[src/hdl/dpw_pkg.sv]
// Package with register map, field positions, reset values and timing counts of the driver modulator block.
package dpw_pkg;
  // Register offsets on the internal register port.
  localparam logic [7:0] HS_CTRL_OFFS   = 8'h08;
  localparam logic [7:0] HS_STAT_OFFS   = 8'h0B;
  localparam logic [7:0] MOD_SEL_OFFS   = 8'h1B;
  localparam logic [7:0] MOD_PER_OFFS   = 8'h30;
  localparam logic [7:0] MOD_DUTY_OFFS  = 8'h31;
  // Field positions inside the control, status and select registers.
  localparam int         SRC_EN_LSB     = 4;
  localparam int         DRV_EN_LSB     = 0;
  localparam int         OS_FLAG_LSB    = 4;
  localparam int         OC_FLAG_LSB    = 0;
  localparam int         HS_SEL_LSB     = 4;
  localparam int         HB_SEL_LSB     = 0;
  // Values after reset.
  localparam logic [7:0] HS_CTRL_RST    = 8'h00;
  localparam logic [3:0] OC_FLAG_RST    = 4'h0;
  localparam logic [7:0] MOD_SEL_RST    = 8'h00;
  localparam logic [7:0] MOD_PER_RST    = 8'h00;
  localparam logic [7:0] MOD_DUTY_RST   = 8'h00;
  localparam logic [7:0] RD_UNMAPPED    = 8'h00;
  // Oscillator pre-division ahead of the period-setting divider.
  localparam int         OSC_PREDIV     = 80;
  localparam logic [7:0] CNT_TOP        = 8'hFF;
endpackage : dpw_pkg

[src/hdl/dpw_driver_mod.sv]
// Modulator and high-side diagnostic status logic of the power driver block.
// Overview of operation
// Open/short status bits follow live comparator state, read-only, never latched.
// Over-current flag sets on event, clears by writing one; driver off meanwhile.
// Diagnostic source enabled on a driver suppresses that driver's over-current protection.
// Host should not enable a driver while its diagnostic source is on.
// Host decodes status bit together with the source enable bit.
// Host trusts a diagnostic result only with the driver switched off.
// A short on a high-side output raises over-current and sets its flag.
// Period and duty settings both have 8-bit resolution.
// One modulator output drives any subset of eight drivers via select bits.
// After reset duty is zero and modulator output stays low.
// Host starts generation by writing a nonzero duty.
// Duty writable anytime; copied to shadow only when period counter wraps.
// Select bits reset to zero; all zero disables the modulator.
// All settings come from the host through register accesses.
// Counter runs 0..255, stepping at clock over 80 over setting plus one.
// Output rises at zero unless duty zero, falls when counter meets duty.
// Select writes ignored while modulation runs; select clears on low-power entry.
// Driver and source enables clear on over-temperature; driver enables on low-power entry.
// Driver on is enable gated by modulator when selected, else plain enable.
// Over-current flags read zero after reset; writing zero has no effect.
`timescale 1ns/1ps
`default_nettype none

module dpw_driver_mod
  import dpw_pkg::*;
#(
  parameter int OSC_DIV = OSC_PREDIV
) (
  input  wire logic       clock,
  input  wire logic       arst_n,
  input  wire logic       clkEn,
  input  wire logic [7:0] regAddr,
  input  wire logic [7:0] regWrData,
  input  wire logic       regWrite,
  input  wire logic       regRead,
  output logic      [7:0] regRdData,
  input  wire logic [3:0] diagCompIn,
  input  wire logic [3:0] overCurrentIn,
  input  wire logic       overTempEvent,
  input  wire logic       lowPowerEntry,
  input  wire logic [3:0] hbEnable,
  output logic      [3:0] hsOn,
  output logic      [3:0] hbOn,
  output logic            modOut
);

  // Width of the pre-divider counter.
  localparam int PW = $clog2(OSC_DIV);
  localparam logic [PW-1:0] PRE_TOP = PW'(OSC_DIV - 1);

  // Whole state of the block.
  typedef struct packed {
    logic [3:0]    diagSync1;
    logic [3:0]    diagSync2;
    logic [3:0]    ocSync1;
    logic [3:0]    ocSync2;
    logic [3:0]    srcEn;
    logic [3:0]    drvEn;
    logic [3:0]    ocFlag;
    logic [7:0]    modSel;
    logic [7:0]    perSet;
    logic [7:0]    dutySet;
    logic [7:0]    dutyShadow;
    logic [PW-1:0] preCnt;
    logic [7:0]    divCnt;
    logic [7:0]    perCnt;
    logic          modOut;
    logic [7:0]    rdData;
  } dpw_state_s;

  dpw_state_s st_r;
  dpw_state_s st_nxt;

  // Address match used by both the write and read paths.
  // Sharing it keeps one address map for writes and reads, so the two cannot drift apart.
  function automatic logic hit(input logic [7:0] addr, input logic [7:0] offs);
    return addr == offs;
  endfunction

  logic       modActive;
  logic       modRunning;
  logic       preWrap;
  logic       stepTick;
  logic [7:0] cntNext;
  logic [3:0] ocEvent;
  logic [3:0] hsSel;
  logic [3:0] hbSel;
  logic [7:0] statusByte;

  // Modulator enable, run state and the counter step.
  // The select lockout also looks at the shadow copy, so a host that clears the duty
  // setting must still wait for the current period to end before changing the selects.
  // A step happens only on the last pre-divider count of the last period-setting count.
  always_comb begin
    modActive  = |st_r.modSel;
    modRunning = (st_r.dutySet != MOD_DUTY_RST) || (st_r.dutyShadow != MOD_DUTY_RST);
    preWrap    = st_r.preCnt == PRE_TOP;
    stepTick   = preWrap && (st_r.divCnt == st_r.perSet);
    cntNext    = st_r.perCnt + 8'h01;
    ocEvent    = st_r.ocSync2 & ~st_r.srcEn;
    hsSel      = st_r.modSel[HS_SEL_LSB +: 4];
    hbSel      = st_r.modSel[HB_SEL_LSB +: 4];
    statusByte = {st_r.diagSync2, st_r.ocFlag};
  end

  // Next-state logic for registers, synchronisers and the modulator.
  always_comb begin
    st_nxt = st_r;

    // Two-flop synchronisers for the analog comparator inputs.
    // Only the second stage is read anywhere, because the first may still be settling.
    st_nxt.diagSync1 = diagCompIn;
    st_nxt.diagSync2 = st_r.diagSync1;
    st_nxt.ocSync1   = overCurrentIn;
    st_nxt.ocSync2   = st_r.ocSync1;

    // Host register writes.
    if (regWrite) begin
      if (hit(regAddr, HS_CTRL_OFFS)) begin
        st_nxt.srcEn = regWrData[SRC_EN_LSB +: 4];
        st_nxt.drvEn = regWrData[DRV_EN_LSB +: 4];
      end
      if (hit(regAddr, HS_STAT_OFFS)) begin
        st_nxt.ocFlag = st_r.ocFlag & ~regWrData[OC_FLAG_LSB +: 4];
      end
      if (hit(regAddr, MOD_SEL_OFFS) && !modRunning) begin
        st_nxt.modSel = regWrData;
      end
      if (hit(regAddr, MOD_PER_OFFS)) begin
        st_nxt.perSet = regWrData;
      end
      if (hit(regAddr, MOD_DUTY_OFFS)) begin
        st_nxt.dutySet = regWrData;
      end
    end

    // Over-current sets the sticky flag; a set in the clear cycle wins.
    // An enabled diagnostic source masks the event, so a driver under test has no protection.
    st_nxt.ocFlag = st_nxt.ocFlag | ocEvent;

    // Protective clears of the enables.
    // Low-power entry leaves the diagnostic sources alone; software turns them off beforehand.
    if (overTempEvent) begin
      st_nxt.drvEn = 4'h0;
      st_nxt.srcEn = 4'h0;
    end
    if (lowPowerEntry) begin
      st_nxt.drvEn  = 4'h0;
      st_nxt.modSel = MOD_SEL_RST;
    end

    // Period counter with pre-divider and period-setting divider.
    // With no select bit set the counter parks at its top value, so the first step after
    // a select write is a wrap that loads the shadow and decides the first high phase.
    if (!modActive) begin
      st_nxt.preCnt     = '0;
      st_nxt.divCnt     = 8'h00;
      st_nxt.perCnt     = CNT_TOP;
      st_nxt.dutyShadow = MOD_DUTY_RST;
      st_nxt.modOut     = 1'b0;
    end else begin
      st_nxt.preCnt = preWrap ? '0 : st_r.preCnt + PW'(1);
      if (preWrap) begin
        st_nxt.divCnt = stepTick ? 8'h00 : st_r.divCnt + 8'h01;
      end
      if (stepTick) begin
        st_nxt.perCnt = cntNext;
        if (cntNext == 8'h00) begin
          st_nxt.dutyShadow = st_r.dutySet;
          st_nxt.modOut     = st_r.dutySet != 8'h00;
        end else if (cntNext == st_r.dutyShadow) begin
          st_nxt.modOut = 1'b0;
        end
      end
    end

    // Registered read data, which holds until the next read.
    // Unmapped offsets read as zero so a stray host access cannot expose stale values.
    if (regRead) begin
      unique case (1'b1)
        hit(regAddr, HS_CTRL_OFFS):  st_nxt.rdData = {st_r.srcEn, st_r.drvEn};
        hit(regAddr, HS_STAT_OFFS):  st_nxt.rdData = statusByte;
        hit(regAddr, MOD_SEL_OFFS):  st_nxt.rdData = st_r.modSel;
        hit(regAddr, MOD_PER_OFFS):  st_nxt.rdData = st_r.perSet;
        hit(regAddr, MOD_DUTY_OFFS): st_nxt.rdData = st_r.dutySet;
        default:                     st_nxt.rdData = RD_UNMAPPED;
      endcase
    end
  end

  // State register, frozen while the clock enable is low.
  // The reset branch loads package constants only, so no live state leaks into reset.
  always_ff @(posedge clock or negedge arst_n) begin
    if (!arst_n) begin
      st_r            <= '0;
      st_r.srcEn      <= HS_CTRL_RST[SRC_EN_LSB +: 4];
      st_r.drvEn      <= HS_CTRL_RST[DRV_EN_LSB +: 4];
      st_r.ocFlag     <= OC_FLAG_RST;
      st_r.modSel     <= MOD_SEL_RST;
      st_r.perSet     <= MOD_PER_RST;
      st_r.dutySet    <= MOD_DUTY_RST;
      st_r.dutyShadow <= MOD_DUTY_RST;
      st_r.perCnt     <= CNT_TOP;
      st_r.rdData     <= RD_UNMAPPED;
    end else if (clkEn) begin
      st_r <= st_nxt;
    end
  end

  // Driver gating; an over-current flag holds its driver off.
  // The half-bridge enables come from logic on this clock, so they are gated directly
  // without a synchroniser; every other term comes straight from flops.
  always_comb begin
    hsOn      = st_r.drvEn & ~st_r.ocFlag & (~hsSel | {4{st_r.modOut}});
    hbOn      = hbEnable & (~hbSel | {4{st_r.modOut}});
    modOut    = st_r.modOut;
    regRdData = st_r.rdData;
  end

endmodule // dpw_driver_mod

`default_nettype wire

[config.mk]
export PLATFORM = sky130hd
export DESIGN_NAME = dpw_driver_mod
export DESIGN_NICKNAME = d
export VERILOG_FILES = /design/src/hdl/dpw_pkg.sv /design/src/hdl/dpw_driver_mod.sv
export SDC_FILE = /design/constraint.sdc
export NUM_CORES = 1
export LEC_CHECK = 0
export ABC_AREA = 1
export BUFFER_PORTS_ARGS = -buffer_cell sky130_fd_sc_hd__buf_4
export CAP_MARGIN = 30
export CORE_ASPECT_RATIO = 1.1
export CORE_MARGIN = 2
export CORE_UTILIZATION = 59
export CTS_CLUSTER_DIAMETER = 150
export DETAILED_ROUTE_END_ITERATION = 7
export PLACE_DENSITY = 0.8
export SLEW_MARGIN = 20
export SYNTH_ARGS = -nofsm -noshare
export SYNTH_HDL_FRONTEND = slang
export SYNTH_SLANG_ARGS = --single-unit
[constraint.sdc]
create_clock -name clock -period 2.1 [get_ports clock]
set_input_delay 0.42 -clock clock [delete_from_list [all_inputs] [get_ports clock]]
set_output_delay 0.42 -clock clock [all_outputs]
set_load 0.02 [all_outputs]
==> summary.txt, run 1 <==
TIMING
-------------------------------------------------------------------------------------
Unrepaired setup endpoints after global routing                                   yes
Post-layout min period                                                        2000 ps
Period utilization                                                              95.2%
Final setup vio count                                                               0
Top achievable clock speed                                                    500 MHz
Number of failing hold endpoints at the final stage                                 0
Max_slew headroom                                                               61.7%
Setup clock skew after layout                                                 8.16 ps
Number of max-slew violations in the final report                                   0
Tightest Pin Transition                                                        574 ps
Worst slack on hold paths                                                     48.6 ps
Total negative setup slack                                                       0 ps

LAYOUT
-------------------------------------------------------------------------------------
Final design utilization                                                        71.1%
Antenna Diode Count                                                                 0
Fraction of layout cells with a size suffix above 1                             18.4%
Area growth from synthesis to final layout                                      15.7%
Final instance area                                                          5650 um2
Count of filler cells inserted in the layout                                      663
Number of nets in the layout                                                      712
Final cell count without fillers                                                  786

DRT
-------------------------------------------------------------------------------------
Number of detailed-routing iterations run before antenna repair                     5
DRC errors left                                                                     0
Drt via density                                                                  5.58
ANT nets after route                                                                0
Count of routing violations after the opening detailed-route iteration            335
Vias                                                                             4389
Average wire per standard cell                                                15.7 um
Routed Wire Length                                                           12300 um

WORST SETUP PATH
-------------------------------------------------------------------------------------
Worst path arrival time                                                       2260 ps
Critical Path, Cell by Cell                                              ha_1 > nand2_2 > clkinv_1 > nand2_1 > nand2_1 > nand3b_1 > nor2_2 > a21oi_2 > inv_2 > nand2_4 > nand2_1 > o21ai_2
Maximum fanout along the worst path                                                16
Sort of element at the start of the critical path                                flop
Flop2flop setup slack                                                          100 ps
Data required time of the critical path                                       2360 ps
Critical Path Sink Type                                                          flop
Crit path largest cell delay                                                   580 ps
Crit-path slowest cell                                                        dfstp_2
Path type of the worst setup path                                        flop to flop
Most repeated library cell on the critical path                               nand2_1

GRT
-------------------------------------------------------------------------------------
Global-route congestion overflow total                                              0
Antenna violations before repair                                                    0
Number of global-route vias before repair                                        4312
Maximum number of pins on one net before global-route repair                       43
Global-route total usage across every layer                                     29.0%
Global-route wire length before repair                                       20600 um

FLOORPLAN
-------------------------------------------------------------------------------------
Area of the die                                                              9030 um2
Total number of placement rows                                                     34
Starting Density                                                                61.4%
Core Area                                                                    7960 um2
Number of top-level pins                                                           52
Floorplan die width                                                           90.8 um
Overall die height                                                            99.5 um

SYNTH
-------------------------------------------------------------------------------------
Yosys reg bits                                                                     92
Average footprint of a synthesized cell                                      7.91 um2
Net Count, Synth                                                                  657
Share of synthesized area occupied by flip-flops and latches                    47.3%
Share of flip-flops with an asynchronous set or reset after synthesis            100%
Library cell with the largest summed area after synthesis                     dfrtp_1
Library cell with the highest instance count after synthesis                  nand2_1
Number of warning messages in the yosys log                                         0
Leading post-synthesis cells by cell area                                dfrtp_1 43%, nand2_1 12%, inv_1 5.5%
Distinct cells, synth                                                              43
Fraction of synthesized cell area taken by the top area cell type               43.0%
EDFF count, synth                                                                   0
Summed instance area of the synthesized netlist                              4890 um2
Synth Flop Type                                                               dfrtp_1
Commonest cells in the synthesized netlist                               154 x nand2_1, 84 x dfrtp_1, 71 x inv_1
Number of standard cells after synthesis                                          618

CTS
-------------------------------------------------------------------------------------
CTS clk-pin slew, worst paths                                                   90 ps
Cts-stage hold buffer count                                                         0
Maximum level of the CTS H-tree                                                     3
Total CTS buffers                                                                   9
Number of buffers on the longest clock path                                         2
Clock tree from TritonCTS                                                       built
Clk sinks                                                                          92
Worst-Skew Late Latency                                                        360 ps
Root buffer cell                                                             clkbuf_8

POWER
-------------------------------------------------------------------------------------
Int Pwr                                                                       3530 uW
Clk pwr share                                                                   27.3%
Static Leak                                                                0.00274 uW
Seq pwr share                                                                   44.1%
Power per Cell Area                                                        954 nW/um2
Worst-case vdd ir drop                                                     0.000614 V
Reported net switching power                                                  1860 uW
Proportion of power drawn by combinational gates                                28.6%
Switch share                                                                    34.5%

PLACE
-------------------------------------------------------------------------------------
Count of input and output buffers                                                  51
Placed wire-length estimate                                                   9270 um
Final Wtd Congestion                                                            0.956
Placement-stage cell area                                                    5390 um2
Dpl cells                                                                         768

STATUS
-------------------------------------------------------------------------------------
Run status                                                               complete, no violations

JOB
-------------------------------------------------------------------------------------
Total of max-cap violations                                                         0

HOLD PATH
-------------------------------------------------------------------------------------
Worst hold path class                                                    input port to async pin

-- worst max-delay path, delay by kind of cell (launching register included) --
kind	cells	cell delay, ps
AND/OR/NAND/NOR	7	820
flip-flops	1	580
adder cells (fa/ha/maj)	1	190
buffers and inverters	2	160
AO/OA/AOI/OAI	2	140
-- flip-flops by register name, summed over array words and instances (netlist names) --
| signal | count |
|---|---|
| hbSel | 4 |
| hsSel | 4 |
| regRdData | 8 |
| modOut | 1 |
| st_r | 67 |
| st_nxt | 8 |
-- through the flow --
step	total power, uW	worst slack (ps)
floorplan	3460	287
global placement	3820	145
detailed placement	3900	105
CTS	5370	89.5
global route	5730	-32.4
finish	5390	101
-- kinds of logic (layout without fill, tap and decap cells) --
| kind of cell | count (synthesis) | in the layout | share of synthesized area, % |
|---|---|---|---|
| buf+inv | 99 | 159 | 8.73 |
| fa+ha+maj | 4 | 4 | 1.02 |
| compound gates | 111 | 111 | 14.0 |
| flops | 92 | 92 | 47.3 |
| simple gates | 297 | 297 | 26.3 |
| xor+xnor | 15 | 15 | 2.69 |
-- power by group through the flow --
stage	clock (uW)	sequential, uW	combinational (uW)
2_1_floorplan	0	2340	1120
3_3_place_gp	0	2400	1420
3_5_place_dp	0	2420	1490
4_1_cts	1480	2390	1500
5_1_grt	1550	2430	1750
6_report	1470	2380	1540
-- path summary, 6_finish.rpt --
path	cells after the start	endpoint	from
setup / recovery	12	st_r[34]	st_r[10]
hold / removal	1	st_r[34]	arst_n
setup reg to reg	12	st_r[34]	st_r[10]
hold reg to reg	2	st_nxt[79]	st_nxt[79]
max in group asynchronous	2	st_r[55]	arst_n
min in group clock	3	st_nxt[78]	overCurrentIn[2]
-- per-layer routing --
metal | track usage [%] | wire length, um | up-vias
li1 | - | - | 2112
met1 | 40.5 | 5450 | 2104
met2 | 46.8 | 5850 | 145
met3 | 4.02 | 715 | 28
met4 | 11.2 | 296 | 0
met5 | 0 | 0 | -
-- cells in the final DEF, fill, tap and decap left out, drive strengths merged, types with 11 or more instances in the layout --
cell / Yosys / routed
buf: 17 / 68
o22ai: 11 / 11
nor2: 62 / 62
nand4: 12 / 12
inv: 73 / 73
nand3: 47 / 47
nor3: 12 / 12
nand2: 162 / 162
xor2: 11 / 11
a21oi: 15 / 15
o21ai: 63 / 63
dfrtp: 84 / 84
-- area by class of cell --
| cell class | instances | area [um2] | area share (%) |
|---|---|---|---|
| Sequential cell | 92 | 2310 | 40.9 |
| Clock buffer | 10 | 138 | 2.43 |
| Inverter | 75 | 285 | 5.05 |
| Timing Repair Buffer | 68 | 523 | 9.25 |
| Clock inverter | 6 | 111 | 1.97 |
| Tap cell | 108 | 135 | 2.39 |
| Multi-Input combinational cell | 427 | 2150 | 38.0 |
-- timing repair --
item,4_1_cts,5_1_grt
buffers inserted,0,2
endpoints found under the setup margin,0,15
gates resized for setup,0,4
endpoints found under the hold margin,0,0
Power figures use the tool's default switching activity.
==> run 2: changes to the inputs <==
--- a/config.mk
+++ b/config.mk
@@ -10,10 +10,9 @@
 export CAP_MARGIN = 30
 export CORE_ASPECT_RATIO = 1.1
 export CORE_MARGIN = 2
-export CORE_UTILIZATION = 59
+export CORE_UTILIZATION = 25
 export CTS_CLUSTER_DIAMETER = 150
 export DETAILED_ROUTE_END_ITERATION = 7
-export PLACE_DENSITY = 0.8
 export SLEW_MARGIN = 20
 export SYNTH_ARGS = -nofsm -noshare
 export SYNTH_HDL_FRONTEND = slang
==> run 2 against run 1 <==
Clock skew rose by 1.9 ps. Sequential share of layout area fell by 2.6 points. Non-clock buffer count rose by 11. Critical path type is now flop to output pin. Critical endpoint is now hsOn[0]. Largest cell class unchanged. Highest routed layer unchanged.
==> summary.txt, run 2 (synthesis gave the netlist of run 1 again) <==
WORST SETUP PATH
-------------------------------------------------------------------------------------
Number of buffer and inverter stages on the critical path                           2   unchanged
Crit-path slowest cell                                                        dfrtp_1
Register-to-Register Path Depth                                                    12   unchanged
Sort of element at the start of the critical path                                flop
Flop2flop setup slack                                                          180 ps   +80 ps
CP Launch Point                                                                modOut
Path type of the worst setup path                                        flop to output pin
Maximum fanout along the worst path                                                 8   -8
Reg2Reg Launch Point                                                         st_r[10]
Cell family with the largest share of critical-path delay                  flip-flops
Data required time of the critical path                                       1680 ps   -680 ps
Critical Path, Cell by Cell                                              inv_1 > a211oi_1 > buf_4
Critical Path Sink Type                                                    output pin
Crit path largest cell delay                                                   450 ps   -130 ps
Worst r2r dst                                                                st_r[36]
Worst path arrival time                                                       1520 ps   -740 ps

HOLD PATH
-------------------------------------------------------------------------------------
Worst hold path class                                                    input port to flop
Sink of the worst hold path                                                st_nxt[87]
Critical hold path startpoint                                            diagCompIn[3]
Hold path depth                                                                     3

PLACE
-------------------------------------------------------------------------------------
Count of input and output buffers                                                  51   unchanged
Placement-stage cell area                                                    5610 um2   +4.2%
Dpl cells                                                                         914   +19%
Placed wire-length estimate                                                  10300 um   +11%
Final Wtd Congestion                                                            0.889   -7.0%

DRT
-------------------------------------------------------------------------------------
ANT nets after route                                                                0   unchanged
Drt via density                                                                  4.66   -17%
Vias                                                                             4358   -0.71%
Routed Wire Length                                                           13500 um   +10%
Number of detailed-routing iterations run before antenna repair                     5   unchanged
Count of routing violations after the opening detailed-route iteration            292   -13%
DRC errors left                                                                     0   unchanged
Average wire per standard cell                                                14.5 um   -7.6%

LAYOUT
-------------------------------------------------------------------------------------
Final instance area                                                          6030 um2   +6.7%
Most common cell after layout, fill and taps aside                            nand2_1
Fraction of layout cells with a size suffix above 1                             19.4%   +1.0 points
Largest register by flop count                                                   st_r
Area of the multi-input gates                                                2160 um2   +0.52%
Final design utilization                                                        31.5%   -40 points
Antenna Diode Count                                                                 0   unchanged
Number of nets in the layout                                                      723   +1.5%
Area growth from synthesis to final layout                                      23.4%
Most used cells in the layout excluding fill and tap cells               154 x nand2_1, 84 x dfrtp_1, 76 x buf_4, 71 x inv_1, 56 x nor2_1
Number of flip-flops in the largest register                                       67   unchanged
Count of filler cells inserted in the layout                                     2009   +200%
Final cell count without fillers                                                  936   +19%
Footprint of the flip-flops and latches                                      2310 um2   unchanged

TIMING
-------------------------------------------------------------------------------------
Number of failing hold endpoints at the final stage                                 0   unchanged
Final setup vio count                                                               0   unchanged
Top achievable clock speed                                                    515 MHz   +2.9%
Tightest Pin Transition                                                        408 ps   -166 ps
Unrepaired setup endpoints after global routing                                   yes
Number of max-slew violations in the final report                                   0   unchanged
Post-layout min period                                                        1940 ps   -56.7 ps
Setup clock skew after layout                                                 10.1 ps   +1.91 ps
Max_slew headroom                                                               72.7%   +11 points
Period utilization                                                              92.5%   -2.7 points

CTS
-------------------------------------------------------------------------------------
Clock tree from TritonCTS                                                       built
Total CTS buffers                                                                   9   unchanged
Maximum level of the CTS H-tree                                                     3   unchanged
Worst-Skew Late Latency                                                        360 ps   about the same
Root buffer cell                                                            clkbuf_16
Number of buffers on the longest clock path                                         2   unchanged
CTS clk-pin slew, worst paths                                                   70 ps   -20 ps
Clk sinks                                                                          92   unchanged

GRT
-------------------------------------------------------------------------------------
Global-route wire length before repair                                       21700 um   +5.6%
Antenna violations before repair                                                    0   unchanged
Global-route congestion overflow total                                              0   unchanged
Maximum number of pins on one net before global-route repair                       34   -21%
Global-route total usage across every layer                                     13.7%   -15 points
Number of global-route vias before repair                                        4157   -3.6%

FLOORPLAN
-------------------------------------------------------------------------------------
Area of the die                                                             20700 um2   +130%
Overall die height                                                             151 um   +51%
Starting Density                                                                25.5%   -36 points
Number of top-level pins                                                           52   unchanged
Total number of placement rows                                                     53   +56%
Core Area                                                                   19200 um2   +140%
Floorplan die width                                                            137 um   +51%

STATUS
-------------------------------------------------------------------------------------
Run status                                                               complete, no violations

POWER
-------------------------------------------------------------------------------------
Worst-case vdd ir drop                                                     0.000477 V   -22%
Static Leak                                                                0.00284 uW   +3.7%
Power per Cell Area                                                        978 nW/um2   +2.4%

JOB
-------------------------------------------------------------------------------------
Total of max-cap violations                                                         0   unchanged

-- run 2: changes by cell type in the layout (fill, tap and decap cells not counted), moves of 2 or more --
cell        before  now
buf_4           67   76
clkbuf_16        0    9
clkbuf_8        10    1
clkinvlp_4       2    0
inv_6            0    3
o21ai_0         49   51
o21ai_1          5    3
-- run 2: worst min-delay path: stages --
cell     delay, ps
buf_4           70
nand2_1         40
nand2_1         50
-- run 2: worst max-delay path by stage --
| stage | endpoint | slack (ps) | cells past startpoint |
|---|---|---|---|
| 3_3_place_gp | st_r[39] | 120 | 12 |
| 4_1_cts | hsOn[0] | 110 | 3 |
| 6_report | hsOn[0] | 160 | 3 |
| 2_1_floorplan | st_r[38] | 290 | 13 |
| 5_1_grt | st_r[39] | -20 | 12 |
| 3_5_place_dp | st_r[36] | 140 | 12 |
-- run 2: layer usage --
layer / wire length, um / up-vias / global-route usage [%]
met5: 0 / - / 0
met4: 276 / 0 / 5.41
met3: 692 / 16 / 2.15
met2: 6400 / 104 / 21.6
met1: 6170 / 2099 / 18.8
li1: - / 2139 / -
-- run 2: per-stage QoR --
step	hold WS, ps	total power (uW)	setup WS (ps)	setup TNS (ps)
2_1_floorplan	124	3460	287	0
3_3_place_gp	370	3910	121	0
3_5_place_dp	375	3930	140	0
4_1_cts	251	5900	114	0
5_1_grt	263	6270	-23.9	-87.4
6_report	261	5900	158	0
-- run 2: layout make-up --
type                    instances  share of cell area (%)
repair buffers                 79                    10.1
inverters                      75                    4.67
well taps                     247                    5.13
multi-input cells             427                    35.8
flip-flops and latches         92                    38.3
clock buffers                  10                    3.96
clock inverters                 6                    1.93
-- run 2: report_power, final --
part	switching [uW]	internal (uW)
combinational	943	622
clock	735	1210
sequential	274	2110
-- run 2: what timing repair did --
action / in CTS / in global routing
hold buffers: 1 / 0
hold endpoints to repair: 18 / 0
resized for setup: 0 / 3
endpoints found under the setup margin: 0 / 13
setup buffers: 0 / 5
